## config.mk

```make
export PLATFORM = sky130hd
export DESIGN_NAME = hdcu_top
export DESIGN_NICKNAME = d
export VERILOG_FILES = /design/src/design/hdcu_pkg.sv /design/src/design/hdcu_lpm_if.sv /design/src/design/hdcu_lpm_gate.sv /design/src/design/hdcu_top.sv
export SDC_FILE = /design/constraint.sdc
export NUM_CORES = 1
export LEC_CHECK = 0
export ABC_AREA = 0
export BUFFER_PORTS_ARGS = -buffer_cell sky130_fd_sc_hd__buf_2
export CAP_MARGIN = 10
export CORE_AREA = 2 2 39 41
export CTS_CLUSTER_SIZE = 30
export DETAILED_ROUTE_END_ITERATION = 10
export DIE_AREA = 0 0 41 43
export PLACE_DENSITY = 0.62
export SETUP_SLACK_MARGIN = 0.02
export SYNTH_ARGS = -nofsm -noshare
export SYNTH_HDL_FRONTEND = slang
export SYNTH_SLANG_ARGS = --single-unit
```

## constraint.sdc

```tcl
create_clock -name sys_clk -period 1.3 [get_ports sys_clk]
set_clock_uncertainty 0.05 [all_clocks]
set_input_delay 0 -clock sys_clk [delete_from_list [all_inputs] [get_ports sys_clk]]
set_output_delay 0 -clock sys_clk [all_outputs]
set_load 0.05 [all_outputs]
```

## src/design/hdcu_pkg.sv

```systemverilog
// Purpose: Shared constants for the device configuration upper bits block.
// Assumes: Byte-wide register port from the configuration engine.
// Notes: Bit positions and reset values of the configuration register.
package hdcu_pkg;
  localparam logic [7:0] HDCU_CFG_OFFSET = 8'h05;
  localparam int HDCU_STR_BIT = 7;
  localparam int HDCU_SER_BIT = 6;
  localparam int HDCU_LPB_BIT = 5;
  localparam int HDCU_RSVD_BIT = 4;
  localparam logic HDCU_STR_RST = 1'b0;
  localparam logic HDCU_SER_RST = 1'b0;
  localparam logic HDCU_LPB_RST = 1'b0;
  localparam logic HDCU_RSVD_VAL = 1'b1;
  localparam logic [3:0] HDCU_LOW_ZERO = 4'h0;
  // Reset and idle values of the registered outputs.
  localparam logic [7:0] HDCU_RDATA_RST = 8'h00;
  localparam logic [7:0] HDCU_MISS_DATA = 8'h00;
  localparam logic HDCU_ALLOW_RST = 1'h1;
  localparam logic HDCU_FORCE_RST = 1'h0;
  // Configuration source that may write the register.
  typedef enum logic [1:0] {
    HDCU_SRC_NONE = 2'b00,
    HDCU_SRC_I2C = 2'b01,
    HDCU_SRC_SMB = 2'b10
  } hdcu_src_e;
endpackage

```

## src/design/hdcu_lpm_if.sv

```systemverilog
// Purpose: Carries link power state controls between the register and gate.
// Assumes: Single clock domain.
// Notes: The register end drives the block bit; the gate end answers.
`timescale 1ns/10ps
`default_nettype none
interface hdcu_lpm_if;
  logic block_cfg;
  logic forced;
  logic lpm_allowed;
  modport reg_end (output block_cfg, input forced, input lpm_allowed);
  modport gate_end (input block_cfg, output forced, output lpm_allowed);
endinterface
`default_nettype wire

```

## src/design/hdcu_lpm_gate.sv

```systemverilog
// Purpose: Decides whether U1/U2 link power requests may be used.
// Assumes: Force and disconnect events are one-cycle pulses.
// Notes: The force latch survives changes of the block bit.
`timescale 1ns/10ps
`default_nettype none
module hdcu_lpm_gate (
  // Clock and reset.
  input wire logic sys_clk,
  input wire logic rst,
  // Link events.
  input wire logic force_lpm_seen,
  input wire logic upstream_disconnect,
  // Register side.
  hdcu_lpm_if.gate_end lpm
);
  import hdcu_pkg::*;

  logic forced_q;
  logic forced_d;

  // A force exchange in the same cycle as a disconnect keeps the latch set.
  assign forced_d = force_lpm_seen | (forced_q & ~upstream_disconnect);
  assign lpm.forced = forced_q;
  assign lpm.lpm_allowed = ~lpm.block_cfg | forced_q;

  // Latch of the force exchange, cleared only by reset or disconnect.
  always_ff @(posedge sys_clk) begin
    if (rst) begin
      forced_q <= HDCU_FORCE_RST;
    end else begin
      forced_q <= forced_d;
    end
  end

  a_force_holds: assert property (@(posedge sys_clk) disable iff (rst)
    force_lpm_seen |=> forced_q)
    else $error("Force exchange not latched.");
  a_force_drops: assert property (@(posedge sys_clk) disable iff (rst)
    upstream_disconnect && !force_lpm_seen |=> !forced_q)
    else $error("Disconnect did not clear force latch.");
endmodule // hdcu_lpm_gate
`default_nettype wire

```

## src/design/hdcu_top.sv

```systemverilog
// Purpose: Upper bits of the hub device configuration register.
// Assumes: Writes arrive as one-cycle strobes with source mode given.
// Notes: Bits 3 to 0 are outside this block and read as zero here.
// Notes: Reads are registered, so data follows the address by one cycle.
// Notes: The U1/U2 permission lags the block bit by one more cycle, so a
//        link layer sees a change two cycles after the write is taken.
// Notes: Writes in the idle source mode are dropped without any flag.
`timescale 1ns/10ps
`default_nettype none
module hdcu_top (
  // Clock and reset.
  input wire logic sys_clk,
  input wire logic rst,
  // Register port.
  input wire logic [7:0] reg_addr,
  input wire logic reg_wr,
  input wire logic [7:0] reg_wdata,
  input wire hdcu_pkg::hdcu_src_e cfg_src,
  output logic [7:0] reg_rdata,
  // Link events.
  input wire logic force_lpm_seen,
  input wire logic upstream_disconnect,
  // Controls to the rest of the hub.
  output logic string_write_unlock,
  output logic serial_write_unlock,
  output logic link_low_power_block,
  output logic lpm_allowed
);
  import hdcu_pkg::*;

  // A write is taken only from a configuration source. The idle mode is
  // refused so that a stray strobe during bring-up cannot unlock strings.
  function automatic logic src_can_write(input hdcu_src_e src);
    return (src == HDCU_SRC_I2C) | (src == HDCU_SRC_SMB);
  endfunction

  // Read image of the upper nibble with the reserved bit forced to one.
  // The lower nibble belongs to other logic and reads as zero here.
  function automatic logic [7:0] cfg_image(input logic s,
                                           input logic n,
                                           input logic b);
    return {s, n, b, HDCU_RSVD_VAL, HDCU_LOW_ZERO};
  endfunction

  logic str_q;
  logic str_d;
  logic ser_q;
  logic ser_d;
  logic lpb_q;
  logic lpb_d;
  logic [7:0] rdata_q;
  logic allow_q;
  wire logic hit;
  wire logic wr_ok;
  wire logic [7:0] rdata_d;
  hdcu_lpm_if lpm ();

  // Only a configuration source may write; other modes leave it untouched.
  assign hit = (reg_addr == HDCU_CFG_OFFSET);
  assign wr_ok = hit & reg_wr & src_can_write(cfg_src);
  assign str_d = wr_ok ? reg_wdata[HDCU_STR_BIT] : str_q;
  assign ser_d = wr_ok ? reg_wdata[HDCU_SER_BIT] : ser_q;
  assign lpb_d = wr_ok ? reg_wdata[HDCU_LPB_BIT] : lpb_q;
  // Reads outside this offset return zero.
  assign rdata_d = hit ? cfg_image(str_q, ser_q, lpb_q) :
                   HDCU_MISS_DATA;
  assign lpm.block_cfg = lpb_q;

  hdcu_lpm_gate u_gate (
    .sys_clk(sys_clk),
    .rst(rst),
    .force_lpm_seen(force_lpm_seen),
    .upstream_disconnect(upstream_disconnect),
    .lpm(lpm)
  );

  // Register bits and registered outputs.
  always_ff @(posedge sys_clk) begin
    if (rst) begin
      str_q <= HDCU_STR_RST;
      ser_q <= HDCU_SER_RST;
      lpb_q <= HDCU_LPB_RST;
      rdata_q <= HDCU_RDATA_RST;
      allow_q <= HDCU_ALLOW_RST;
    end else begin
      str_q <= str_d;
      ser_q <= ser_d;
      lpb_q <= lpb_d;
      rdata_q <= rdata_d;
      allow_q <= lpm.lpm_allowed;
    end
  end

  assign reg_rdata = rdata_q;
  assign string_write_unlock = str_q;
  assign serial_write_unlock = ser_q;
  assign link_low_power_block = lpb_q;
  assign lpm_allowed = allow_q;

  a_rsvd_reads_one: assert property (@(posedge sys_clk) disable iff (rst)
    hit |=> reg_rdata[HDCU_RSVD_BIT])
    else $error("Reserved bit did not read one.");
  a_str_write: assert property (@(posedge sys_clk) disable iff (rst)
    wr_ok |=> string_write_unlock == $past(reg_wdata[HDCU_STR_BIT]))
    else $error("String unlock not written.");
  a_ser_write: assert property (@(posedge sys_clk) disable iff (rst)
    wr_ok |=> serial_write_unlock == $past(reg_wdata[HDCU_SER_BIT]))
    else $error("Serial unlock not written.");
  a_lpb_write: assert property (@(posedge sys_clk) disable iff (rst)
    wr_ok |=> link_low_power_block == $past(reg_wdata[HDCU_LPB_BIT]))
    else $error("Block bit not written.");
  a_no_src_hold: assert property (@(posedge sys_clk) disable iff (rst)
    reg_wr && cfg_src == HDCU_SRC_NONE |=> $stable(link_low_power_block))
    else $error("Write accepted without configuration source.");
  a_clear_allows: assert property (@(posedge sys_clk) disable iff (rst)
    !lpb_q |=> lpm_allowed)
    else $error("U1/U2 blocked while bit clear.");
  a_block_denies: assert property (@(posedge sys_clk) disable iff (rst)
    lpb_q && !lpm.forced |=> !lpm_allowed)
    else $error("U1/U2 allowed while blocked.");
  a_reset_locked: assert property (@(posedge sys_clk)
    rst |=> !string_write_unlock && !serial_write_unlock)
    else $error("Unlock bits set after reset.");

  c_smb_write: cover property (@(posedge sys_clk)
    wr_ok && cfg_src == HDCU_SRC_SMB);
  c_i2c_load: cover property (@(posedge sys_clk)
    wr_ok && cfg_src == HDCU_SRC_I2C);
  // Lower nibble of the read image.
  a_low_reads_zero: assert property (@(posedge sys_clk) disable iff (rst)
    hit |=> reg_rdata[3:0] == HDCU_LOW_ZERO)
    else $error("Lower nibble did not read zero.");
  // Other offsets must never leak the configuration bits.
  a_miss_reads_zero: assert property (@(posedge sys_clk) disable iff (rst)
    !hit |=> reg_rdata == HDCU_MISS_DATA)
    else $error("Unmapped offset returned data.");
  // The read image carries the bits as they stood at the address cycle.
  a_rdata_image: assert property (@(posedge sys_clk) disable iff (rst)
    hit |=> reg_rdata == cfg_image($past(str_q), $past(ser_q),
                                   $past(lpb_q)))
    else $error("Read image does not match the register bits.");
  // Without a taken write the unlock bits and the block bit keep their value.
  a_str_hold: assert property (@(posedge sys_clk) disable iff (rst)
    !wr_ok |=> $stable(string_write_unlock))
    else $error("String unlock changed without a write.");
  a_ser_hold: assert property (@(posedge sys_clk) disable iff (rst)
    !wr_ok |=> $stable(serial_write_unlock))
    else $error("Serial unlock changed without a write.");
  a_lpb_hold: assert property (@(posedge sys_clk) disable iff (rst)
    !wr_ok |=> $stable(link_low_power_block))
    else $error("Block bit changed without a write.");
  // An EEPROM load sets the block bit from the loaded byte.
  a_i2c_load: assert property (@(posedge sys_clk) disable iff (rst)
    wr_ok && cfg_src == HDCU_SRC_I2C |=>
    link_low_power_block == $past(reg_wdata[HDCU_LPB_BIT]))
    else $error("EEPROM load did not set the block bit.");
  // A strobe from a refused source must leave the unlock bits alone.
  a_src_refused: assert property (@(posedge sys_clk) disable iff (rst)
    reg_wr && hit && !src_can_write(cfg_src) |=>
    $stable(string_write_unlock) && $stable(serial_write_unlock))
    else $error("Unlock bit written from a refused source.");
  // A latched force exchange reopens U1/U2 whatever the block bit holds.
  a_force_allows: assert property (@(posedge sys_clk) disable iff (rst)
    lpm.forced |=> lpm_allowed)
    else $error("U1/U2 blocked after a force exchange.");
  // Reset must leave the link free to use U1/U2.
  a_reset_open: assert property (@(posedge sys_clk)
    rst |=> lpm_allowed && !link_low_power_block)
    else $error("U1/U2 not open after reset.");

  c_forced_block: cover property (@(posedge sys_clk)
    lpb_q && lpm.forced);
  c_force_cleared: cover property (@(posedge sys_clk)
    lpb_q && upstream_disconnect && lpm.forced);
  c_refused_write: cover property (@(posedge sys_clk)
    reg_wr && hit && cfg_src == HDCU_SRC_NONE);
endmodule // hdcu_top
`default_nettype wire

```

Yosys cells after proc, flatten, opt, wreduce, memory -nomap -nowiden
Index checks and enable logic that the tools add are counted.

ROM bits: 0. Register bits after elaboration: 13. Latch bits: 0. Word-level logic and storage cells: 21. Memories: 0. RAM bits: 0.

Add/sub/neg operators: 0. $mul: 0. Bitwise gates (word level): 9. Reductions and logical operators: 1. Muxes and demuxes: 1. Shift-type cells: 0. Equal/unequal tests: 3. Order comparisons: 0. Divide/modulo/power cells: 0.

Operator list (number): 8-bit by 3-bit == test with 1-bit output, second input constant (1); 5-bit two-way mux (1); 1-bit AND (3); 1-bit NOT (3); 1-bit OR (3); 2-bit by 1-bit == test with 1-bit output, second input constant (1); 2-bit == test, second input constant (1); 2-bit OR reduction (1).

Longest topological paths before layout
Gate-level depths: netlist of the first run.

Depth in word-level cells: 3. Depth in mapped cells: 3. Mapped depth without buffers: 3.

By module
A second synthesis of the first run with hierarchy kept.

Cell total of the unflattened synthesis: 36. Area, all modules: 392.9 um^2.

By module, submodules not included: hdcu_top (sequential area each 160.2 um^2, cells each 31, area each 347.8 um^2, times used 1); hdcu_lpm_gate (sequential area each 20.0 um^2, cells each 5, area each 45.0 um^2, times used 1).

Least setup slack after synthesis of the first run
OpenSTA, ideal clock, no wires.

Kind: register to register. Start: register lpb_q, in the netlist link_low_power_block. End: register allow_q, in the netlist lpm_allowed. Library setup time: 0.123 ns. Data arrival time: 1.003 ns. Cell stages (with the launch flop): 3. Clock period less this slack: 1.176 ns. Setup slack: 0.124 ns. Cells stage by stage: dfxtp_1 nand2b_1 or2_2.

Word-level cells in the longest chain between the ends: 2.

Ends and longest elaborated chain: start, declared (RTL line hdcu_top.sv:49) `logic lpb_q;`; start signal, assigned (RTL line hdcu_top.sv:88) `lpb_q <= lpb_d;`; 1-bit NOT (RTL line hdcu_lpm_gate.sv:24) `assign lpm.lpm_allowed = ~lpm.block_cfg | forced_q;`; 1-bit OR (RTL line hdcu_lpm_gate.sv:24); end signal, assigned (RTL line hdcu_top.sv:90) `allow_q <= lpm.lpm_allowed;`; end, declared (RTL line hdcu_top.sv:52) `logic allow_q;`.

No other way between the ends. A chain may end at the register's enable or synchronous reset.

Final worst setup path of the first run
Start: input reg_addr[5]. End: register ser_q, in the netlist serial_write_unlock.

Word-level cells in the longest chain between the ends: 3.

Ends and longest elaborated chain: start, declared (RTL line hdcu_top.sv:15) `input wire logic [7:0] reg_addr,`; 8-bit by 3-bit == test with 1-bit output (RTL line hdcu_top.sv:59) `assign hit = (reg_addr == HDCU_CFG_OFFSET);`; 1-bit AND (2 in series) (RTL line hdcu_top.sv:60) `assign wr_ok = hit & reg_wr & src_can_write(cfg_src);`; end signal, assigned (RTL line hdcu_top.sv:87) `ser_q <= ser_d;`; end, declared (RTL line hdcu_top.sv:47) `logic ser_q;`.

No other way between the ends.

==> results.py, run 1 <==
metrics = {
    "floorplan": {
        "std_cell_rows": 14,
        "initial_utilization_pct": 27.8,
        "ios": 35,
        "die_area_um2": 1760,
        "dieHeight_um": 43,
        "core_area_um2": 1380,
        "die_w_um": 41,
    },
    "global_route": {
        "grt_pass1_vias": 338,
        "grt_max_degree": 9,
        "grt_antenna_before_repair": 0,
        "grt_usage_pct": 10.8,
        "grt_overflow": 0,
        "grt_pass1_wl_mm": 1.31,
    },
    "routing": {
        "antenna_left": 0,
        "drc": 0,
        "wl_um": 743,
        "num_vias": 339,
        "wl_per_cell_um": 8.74,
        "firstDrtPassIters": 3,
        "vias_per_cell": 3.99,
        "dr.first_iter.drc_count": 1,
    },
    "cts": {
        "cts.path.max_buffers": 2,
        "numCtsBuffers": 3,
        "tritoncts": "done",
        "post-cts-setup-buffers": 0,
        "clock-sinks": 9,
        "h-tree-depth": 1,
        "clk_latency_ns": 0.25,
        "root_buffer": "clkbuf_4",
        "cts.clk_slew.worst_paths_ns": 0.06,
    },
    "cells_and_area": {
        "nNetsFinal": 93,
        "final_common_cell": "buf_2",
        "design_area_um2": 594,
        "antenna_cells": 0,
        "layout_common_cells": "buf_2, dfxtp_1, nand2b_1",
        "syn_to_final_growth_pct": 54.7,
        "utilization_pct": 42.9,
        "drive_gt1_share_pct": 47.8,
    },
    "placed_design": {
        "pre_cts_ws_ns": -0.0416,
        "numPortBuffers": 25,
        "place_area_um2": 518,
        "gp_congestion": 0.626,
    },
    "worst_hold_path": {
        "min_path_type": "primary input to flop",
    },
    "timing": {
        "post-route-min-period_ns": 1.07,
        "hold_violations": 1,
        "slew_viol_final": 0,
        "setup_slack_ns": 0.229,
        "setup_viol": 0,
        "whs_ns": -0.00298,
        "finalCritPeriodShare_pct": 82.4,
        "tns_ns": 0,
        "rsz0062_at_grt": "false",
        "max_freq_mhz": 934,
    },
    "outcome": {
        "status": "complete, but fails checks",
        "violations": "negative hold slack",
    },
    "pwr": {
        "power.leakage_nw": 0.286,
        "vdd_drop_max_v": 0.000235,
        "totalPowerFinal_mw": 0.567,
        "pwr_density_cell_nw_per_um2": 954,
    },
    "logic_synthesis": {
        "syn_area_um2": 384,
        "ys_warn_count": 0,
        "syn_inst": 35,
        "synth.avg_cell_area_um2": 11.0,
        "ys_ff_latch": 9,
        "synth_cell_types": 15,
        "yosysSeqAreaShare_pct": 46.9,
    },
    "worst_setup_path": {
        "worstSetupPathType": "primary input to flop",
        "crit_required_ns": 1.43,
        "worstPathArrival_ns": 1.20,
        "critPathLaunchType": "primary input",
        "crit_path_end_kind": "flop",
        "crit_fanout": 3,
    },
    "job": {
        "maxCapViolations": 0,
    },
}
metal layers:
metal	global-route usage (%)	vias to the layer above	part of all wire, %
li1	-	173	-
met1	11.0	155	34
met2	19.1	11	58
met3	1.57	0	7.5
met4	6.00	0	0
met5	0	-	0
area by class of cell:
| cell class | count | area (um2) |
|---|---|---|
| flip-flops and latches | 9 | 180 |
| clock buffers | 4 | 26.3 |
| fillers | 150 | 790 |
| multi-input cells | 24 | 181 |
| well taps | 16 | 20.0 |
| repair buffers | 31 | 183 |
| inverters | 1 | 3.75 |
sequential cells by signal, summed over array words and instances, names as in the netlist:
name	flops
string_write_unlock	1
reg_rdata	4
link_low_power_block	1
u_gate.lpm.forced	1
lpm_allowed	1
serial_write_unlock	1
final timing paths:
kind / slack (ns) / from / end / cells past startpoint
max reg2reg: 0.45 / link_low_power_block / lpm_allowed / 2
min reg2reg: 0.41 / u_gate.lpm.forced / lpm_allowed / 1
min: -0.003 / upstream_disconnect / u_gate.lpm.forced / 4
max: 0.23 / reg_addr[5] / serial_write_unlock / 4
critical path, cell delays in order:
cell     delay, ns
buf_2         0.10
or4_4         0.54
nor4b_4       0.34
mux2i_1       0.22
Yosys cell counts:
cell type,count,area share (%)
dfxtp_1,9,47
nand2b_1,6,9.8
buf_4,4,7.8
and2_1,3,4.9
mux2i_1,3,7.8
a21oi_1,1,1.3
conb_1,1,0.98
inv_1,1,0.98
nand4bb_1,1,2.9
nor2_1,1,0.98
nor3_2,1,2.6
nor4b_4,1,6.2
or2_2,1,1.6
or4_4,1,2.9
xnor2_1,1,2.3
repair_timing:
action,in CTS,in global routing
endpoints found under the setup margin,0,1
hold buffers,6,0
gates resized for setup,0,0
hold endpoints to repair,5,0
kinds of logic (layout without fill, tap and decap cells):
kind of cell    after synthesis  after routing  share of synthesized area, %
buf+inv                       5             36                          8.79
flops                         9              9                          46.9
other cells                   1              4                         0.976
simple gates                 15             15                          31.9
xor+xnor                      1              1                          2.28
compound gates                1              1                          1.30
mux                           3              3                          7.82
where the power goes:
part | switching [mW] | internal [mW] | total [mW]
registers | 0.00117 | 0.278 | 0.279
logic | 0.0434 | 0.0396 | 0.0830
clock network | 0.0873 | 0.118 | 0.205
total | 0.132 | 0.435 | 0.567
per-stage QoR:
step,hold WS (ns),instances
after global placement,0.158,76
after CTS,0.0798,86
final,-0.00298,85
after global routing,0.0696,85
after detailed placement,0.165,76
after floorplan,0.0224,38
No activity file was read; power rests on OpenSTA's default activity.
==> run 2: changes to the inputs <==
--- a/config.mk
+++ b/config.mk
@@ -5,14 +5,14 @@
 export SDC_FILE = /design/constraint.sdc
 export NUM_CORES = 1
 export LEC_CHECK = 0
-export ABC_AREA = 0
+export ABC_AREA = 1
 export BUFFER_PORTS_ARGS = -buffer_cell sky130_fd_sc_hd__buf_2
 export CAP_MARGIN = 10
 export CORE_AREA = 2 2 39 41
 export CTS_CLUSTER_SIZE = 30
 export DETAILED_ROUTE_END_ITERATION = 10
 export DIE_AREA = 0 0 41 43
-export PLACE_DENSITY = 0.62
+export PLACE_DENSITY = 0.65
 export SETUP_SLACK_MARGIN = 0.02
 export SYNTH_ARGS = -nofsm -noshare
 export SYNTH_HDL_FRONTEND = slang
==> constraint.sdc (replaced) <==
create_clock -name sys_clk -period 1 [get_ports sys_clk]
set_clock_uncertainty 0.05 [all_clocks]
set_input_delay 0 -clock sys_clk [delete_from_list [all_inputs] [get_ports sys_clk]]
set_output_delay 0 -clock sys_clk [all_outputs]
set_load 0.05 [all_outputs]
==> results.py, run 2 <==
metrics = {
    "logic_synthesis": {
        "syn_inst": 59,
        "synth_compound_area_share_pct": 4.69,
        "synth.avg_cell_area_um2": 7.23,
        "synth-simple-area-share_pct": 37.2,
        "ys_ff_latch": 9,
        "synth_top_family_by_area": "simple AND/OR/NAND/NOR gates",
        "synth-xor-area-share_pct": 0,
        "yosysTopAreaCell": "dfxtp_1",
        "yosysTopAreaCellShare_pct": 42.2,
        "synth_cell_types": 13,
        "synthMuxAreaShare_pct": 0,
        "synth.top_cells.by_area": "dfxtp_1, nor2_1, inv_1, nand2_1, buf_4",
        "ys.flop_type": "dfxtp_1",
        "synth_common_cells": "nor2_1, dfxtp_1, inv_1, nand2_1",
        "ys_warn_count": 0,
        "synth_edf_count": 0,
        "synthArstFlopShare_pct": 0,
        "yosysSeqAreaShare_pct": 42.2,
        "yosysMostFrequentCell": "nor2_1",
        "syn_area_um2": 427,
        "synthAdderAreaFrac_pct": 0,
    },
    "worst_setup_path": {
        "critical-path-slowest-cell": "dfxtp_1",
        "path_buf_inv": 1,
        "critical-path-top-delay-family": "flip-flops",
        "critPathLaunchType": "flop",
        "worstSetupPathType": "flop to output pin",
        "crit_required_ns": 0.95,
        "max_stage_delay_ns": 0.35,
        "crit_fanout": 3,
        "r2r_cells": 3,
        "cp_num_cells": 1,
        "cp_cell_sequence": "buf_2",
        "crit_path_end_kind": "output pin",
        "worstPathArrival_ns": 0.88,
    },
    "timing": {
        "slew_viol_final": 0,
        "setup_slack_ns": 0.0681,
        "setup_viol": 0,
        "tns_ns": 0,
        "hold_violations": 0,
        "rsz0062_at_grt": "false",
        "finalCritPeriodShare_pct": 93.2,
        "max_freq_mhz": 1070,
        "post-route-min-period_ns": 0.932,
    },
    "cells_and_area": {
        "drive_gt1_share_pct": 39.1,
        "multi_input_area_um2": 204,
        "layout_common_cells": "buf_2, nor2_1, inv_1, nand2_1, dfxtp_1",
        "final_common_cell": "buf_2",
        "syn_to_final_growth_pct": 51.0,
        "antenna_cells": 0,
        "seq_area_um2": 181,
        "nNetsFinal": 116,
        "fill_cells": 153,
        "largest_register_ffs": 4,
    },
    "cts": {
        "cts.path.max_buffers": 2,
        "root_buffer": "clkbuf_4",
        "clk_latency_ns": 0.26,
        "clock-sinks": 9,
        "post-cts-setup-buffers": 0,
        "numCtsBuffers": 3,
        "h-tree-depth": 1,
        "cts.clk_slew.worst_paths_ns": 0.07,
        "tritoncts": "done",
    },
    "routing": {
        "antenna_left": 0,
        "dr.first_iter.drc_count": 9,
        "drc": 0,
        "wl_um": 932,
        "wl_per_cell_um": 8.63,
        "num_vias": 435,
        "vias_per_cell": 4.03,
        "firstDrtPassIters": 2,
    },
    "floorplan": {
        "initial_utilization_pct": 30.8,
        "std_cell_rows": 14,
        "dieHeight_um": 43,
        "ios": 35,
        "die_area_um2": 1760,
        "die_w_um": 41,
        "core_area_um2": 1380,
    },
    "worst_hold_path": {
        "whs_path_depth": 5,
        "min_path_type": "primary input to flop",
    },
    "global_route": {
        "grt_max_degree": 7,
        "grt_usage_pct": 12.3,
        "grt_pass1_vias": 371,
        "grt_overflow": 0,
        "grt_antenna_before_repair": 0,
        "grt_pass1_wl_mm": 1.41,
    },
    "pwr": {
        "power.leakage_nw": 0.343,
        "pwr_density_cell_nw_per_um2": 1200,
        "totalPowerFinal_mw": 0.771,
        "vdd_drop_max_v": 0.000606,
    },
    "placed_design": {
        "numPortBuffers": 25,
        "gp_congestion": 0.674,
        "pre_cts_ws_ns": 0.177,
    },
    "outcome": {
        "status": "complete, no violations",
    },
    "job": {
        "maxCapViolations": 0,
    },
}
[run 2: cell types whose count changed in the layout (fill, tap and decap cells not counted), moves of 2 or more]
cell,before,now
a21oi_1,1,4
inv_1,1,9
nor2_4,0,2
nand3_1,0,3
nand2_1,0,9
nand2b_1,6,0
nor2_1,1,13
and2_1,3,0
nor3b_2,0,2
mux2i_1,3,0
[run 2: final timing paths]
kind / startpoint / end / slack (ns)
min: reg_wdata[7] / string_write_unlock / 0.01
min reg2reg: u_gate.lpm.forced / lpm_allowed / 0.41
max: serial_write_unlock / serial_write_unlock / 0.07
max reg2reg: link_low_power_block / lpm_allowed / 0.32
[run 2: cell type report]
cell class / instances / area share (%)
Clock buffer: 3 / 3.50
Clock inverter: 1 / 0.777
Inverter: 9 / 5.24
Multi-Input combinational cell: 40 / 31.7
Sequential cell: 9 / 28.2
Tap cell: 16 / 3.11
Timing Repair Buffer: 30 / 27.6
[run 2: power breakdown]
group | internal [mW] | switching, mW | leakage (nW)
Combinational | 0.0499 | 0.0775 | 0.251
Sequential | 0.361 | 0.00170 | 0.0733
Clock | 0.148 | 0.133 | 0.0177
Total | 0.559 | 0.212 | 0.343
[run 2: what timing repair did]
action                                 CTS  global route
setup endpoints to repair                0             3
resized for setup                        0             3
hold buffers                             6             0
endpoints found under the hold margin    7             0
[run 2: cell families after synthesis]
kind of cell    Yosys count
buf+inv                  13
other cells               1
simple gates             32
flops                     9
compound gates            4
[run 2: per-layer routing]
layer | part of all wire [%] | vias to the layer above | track usage [%] | routed length (um)
met3 | 7.4 | 0 | 4.71 | 69
met2 | 49 | 19 | 20.6 | 459
li1 | - | 237 | - | -
met1 | 43 | 179 | 12.3 | 403
met4 | 0 | 0 | 6.00 | 0
met5 | 0 | - | 0 | 0
[run 2: per-stage QoR]
step | util (%) | cell area (um2) | instances | hold slack (ns)
finish | 46.6 | 644 | 108 | 0.0114
global route | 46.6 | 644 | 108 | 0.0365
CTS | 46.4 | 642 | 109 | 0.00134
detailed placement | 40.1 | 554 | 99 | 0.185
global placement | 40.1 | 554 | 99 | 0.159
floorplan | - | 439 | 62 | 0.0224
==> run 3: changes to the inputs <==
--- a/config.mk
+++ b/config.mk
@@ -9,10 +9,11 @@
 export BUFFER_PORTS_ARGS = -buffer_cell sky130_fd_sc_hd__buf_2
 export CAP_MARGIN = 10
 export CORE_AREA = 2 2 39 41
-export CTS_CLUSTER_SIZE = 30
+export CTS_CLUSTER_SIZE = 25
 export DETAILED_ROUTE_END_ITERATION = 10
 export DIE_AREA = 0 0 41 43
 export PLACE_DENSITY = 0.65
+export RECOVER_POWER = 25
 export SETUP_SLACK_MARGIN = 0.02
 export SYNTH_ARGS = -nofsm -noshare
 export SYNTH_HDL_FRONTEND = slang
==> results.py, run 3 (synthesis gave the netlist of run 2 again) <==
metrics = {
    "cts": {
        "tritoncts": "done",
        "post-cts-setup-buffers": 0,
        "h-tree-depth": 1,
        "numCtsBuffers": 3,
        "clock-sinks": 9,
        "cts.path.max_buffers": 2,
        "clk_latency_ns": 0.26,
        "root_buffer": "clkbuf_4",
        "cts.clk_slew.worst_paths_ns": 0.07,
    },
    "timing": {
        "setup_viol": 0,
        "rsz0062_at_grt": "false",
        "setup_slack_ns": 0.0704,
        "max_freq_mhz": 1080,
        "tns_ns": 0,
        "whs_ns": 0.00493,
        "hold_violations": 0,
        "post-route-min-period_ns": 0.930,
        "slew_viol_final": 0,
        "finalCritPeriodShare_pct": 93.0,
    },
    "floorplan": {
        "std_cell_rows": 14,
        "die_w_um": 41,
        "ios": 35,
        "initial_utilization_pct": 30.8,
        "dieHeight_um": 43,
        "core_area_um2": 1380,
        "die_area_um2": 1760,
    },
    "pwr": {
        "pwr_density_cell_nw_per_um2": 1210,
        "vdd_drop_max_v": 0.000606,
        "power.leakage_nw": 0.343,
    },
    "cells_and_area": {
        "seq_area_um2": 181,
        "final_common_cell": "buf_2",
        "antenna_cells": 0,
        "drive_gt1_share_pct": 37.0,
        "fill_cells": 154,
        "largest_register_ffs": 4,
        "layout_common_cells": "buf_2, nor2_1, inv_1, nand2_1, dfxtp_1",
        "multi_input_area_um2": 194,
        "nNetsFinal": 116,
        "syn_to_final_growth_pct": 48.7,
    },
    "placed_design": {
        "numPortBuffers": 25,
        "pre_cts_ws_ns": 0.177,
        "gp_congestion": 0.674,
    },
    "worst_setup_path": {
        "crit_fanout": 3,
        "crit_required_ns": 0.95,
        "critical-path-slowest-cell": "dfxtp_1",
        "worstSetupPathType": "flop to output pin",
        "cp_cell_sequence": "buf_2",
        "critical-path-top-delay-family": "flip-flops",
        "path_buf_inv": 1,
        "crit_path_end_kind": "output pin",
        "critPathLaunchType": "flop",
        "max_stage_delay_ns": 0.34,
        "worstPathArrival_ns": 0.88,
    },
    "routing": {
        "wl_met1_um": 398,
        "routed.top_layer": "met3",
        "wl_per_cell_um": 8.62,
        "dr.first_iter.drc_count": 11,
        "wl_um": 931,
        "dr_wl_met2_um": 463,
        "dr_wl_met3_um": 69,
        "firstDrtPassIters": 2,
        "num_vias": 435,
        "drc": 0,
        "antenna_left": 0,
        "vias_per_cell": 4.03,
    },
    "worst_hold_path": {
        "min_path_type": "primary input to flop",
    },
    "global_route": {
        "grt_antenna_before_repair": 0,
        "grt_overflow": 0,
        "grt_usage_pct": 12.3,
        "grt_pass1_vias": 371,
        "grt_max_degree": 7,
        "grt_pass1_wl_mm": 1.41,
    },
    "outcome": {
        "status": "complete, no violations",
    },
    "job": {
        "maxCapViolations": 0,
    },
}
==> run 3: report_power, final <==
| group | switching, mW | internal, mW | leakage [nW] |
|---|---|---|---|
| clock | 0.133 | 0.148 | 0.0177 |
| combinational | 0.0766 | 0.0499 | 0.252 |
| sequential | 0.00170 | 0.361 | 0.0733 |
| total | 0.212 | 0.559 | 0.343 |
==> run 3: final timing paths <==
check | startpoint | end | slack, ns | depth (start not counted)
hold reg to reg | u_gate.lpm.forced | lpm_allowed | 0.41 | 2
setup / recovery | serial_write_unlock | serial_write_unlock | 0.07 | 1
hold / removal | reg_addr[3] | reg_rdata[4] | 0.005 | 4
setup reg to reg | string_write_unlock | reg_rdata[7] | 0.32 | 1
==> run 3: metrics by stage <==
stage	util [%]	total power [mW]	instances	instance area (um2)
floorplan	-	0.451	62	439
global placement	40.1	0.481	99	554
detailed placement	40.1	0.483	99	554
CTS	46.4	0.790	109	642
global route	45.8	0.822	108	634
finish	45.8	0.770	108	634
==> run 3: final cells by class <==
cell class	instances	area share [%]
Clock inverter	1	0.789
Timing Repair Buffer	30	28.0
Tap cell	16	3.16
Multi-Input combinational cell	40	30.6
Inverter	9	5.33
Clock buffer	3	3.55
Sequential cell	9	28.6
==> run 3: per-layer routing <==
metal	global-route usage [%]	up-vias
li1	-	238
met1	12.3	178
met2	20.6	19
met3	4.71	0
met4	6.00	0
met5	0	-
==> run 3: repair_timing <==
| item | 4_1_cts | 5_1_grt |
|---|---|---|
| hold endpoints to repair | 7 | 0 |
| gates resized for setup | 0 | 3 |
| hold buffers | 6 | 0 |
| endpoints found under the setup margin | 0 | 3 |
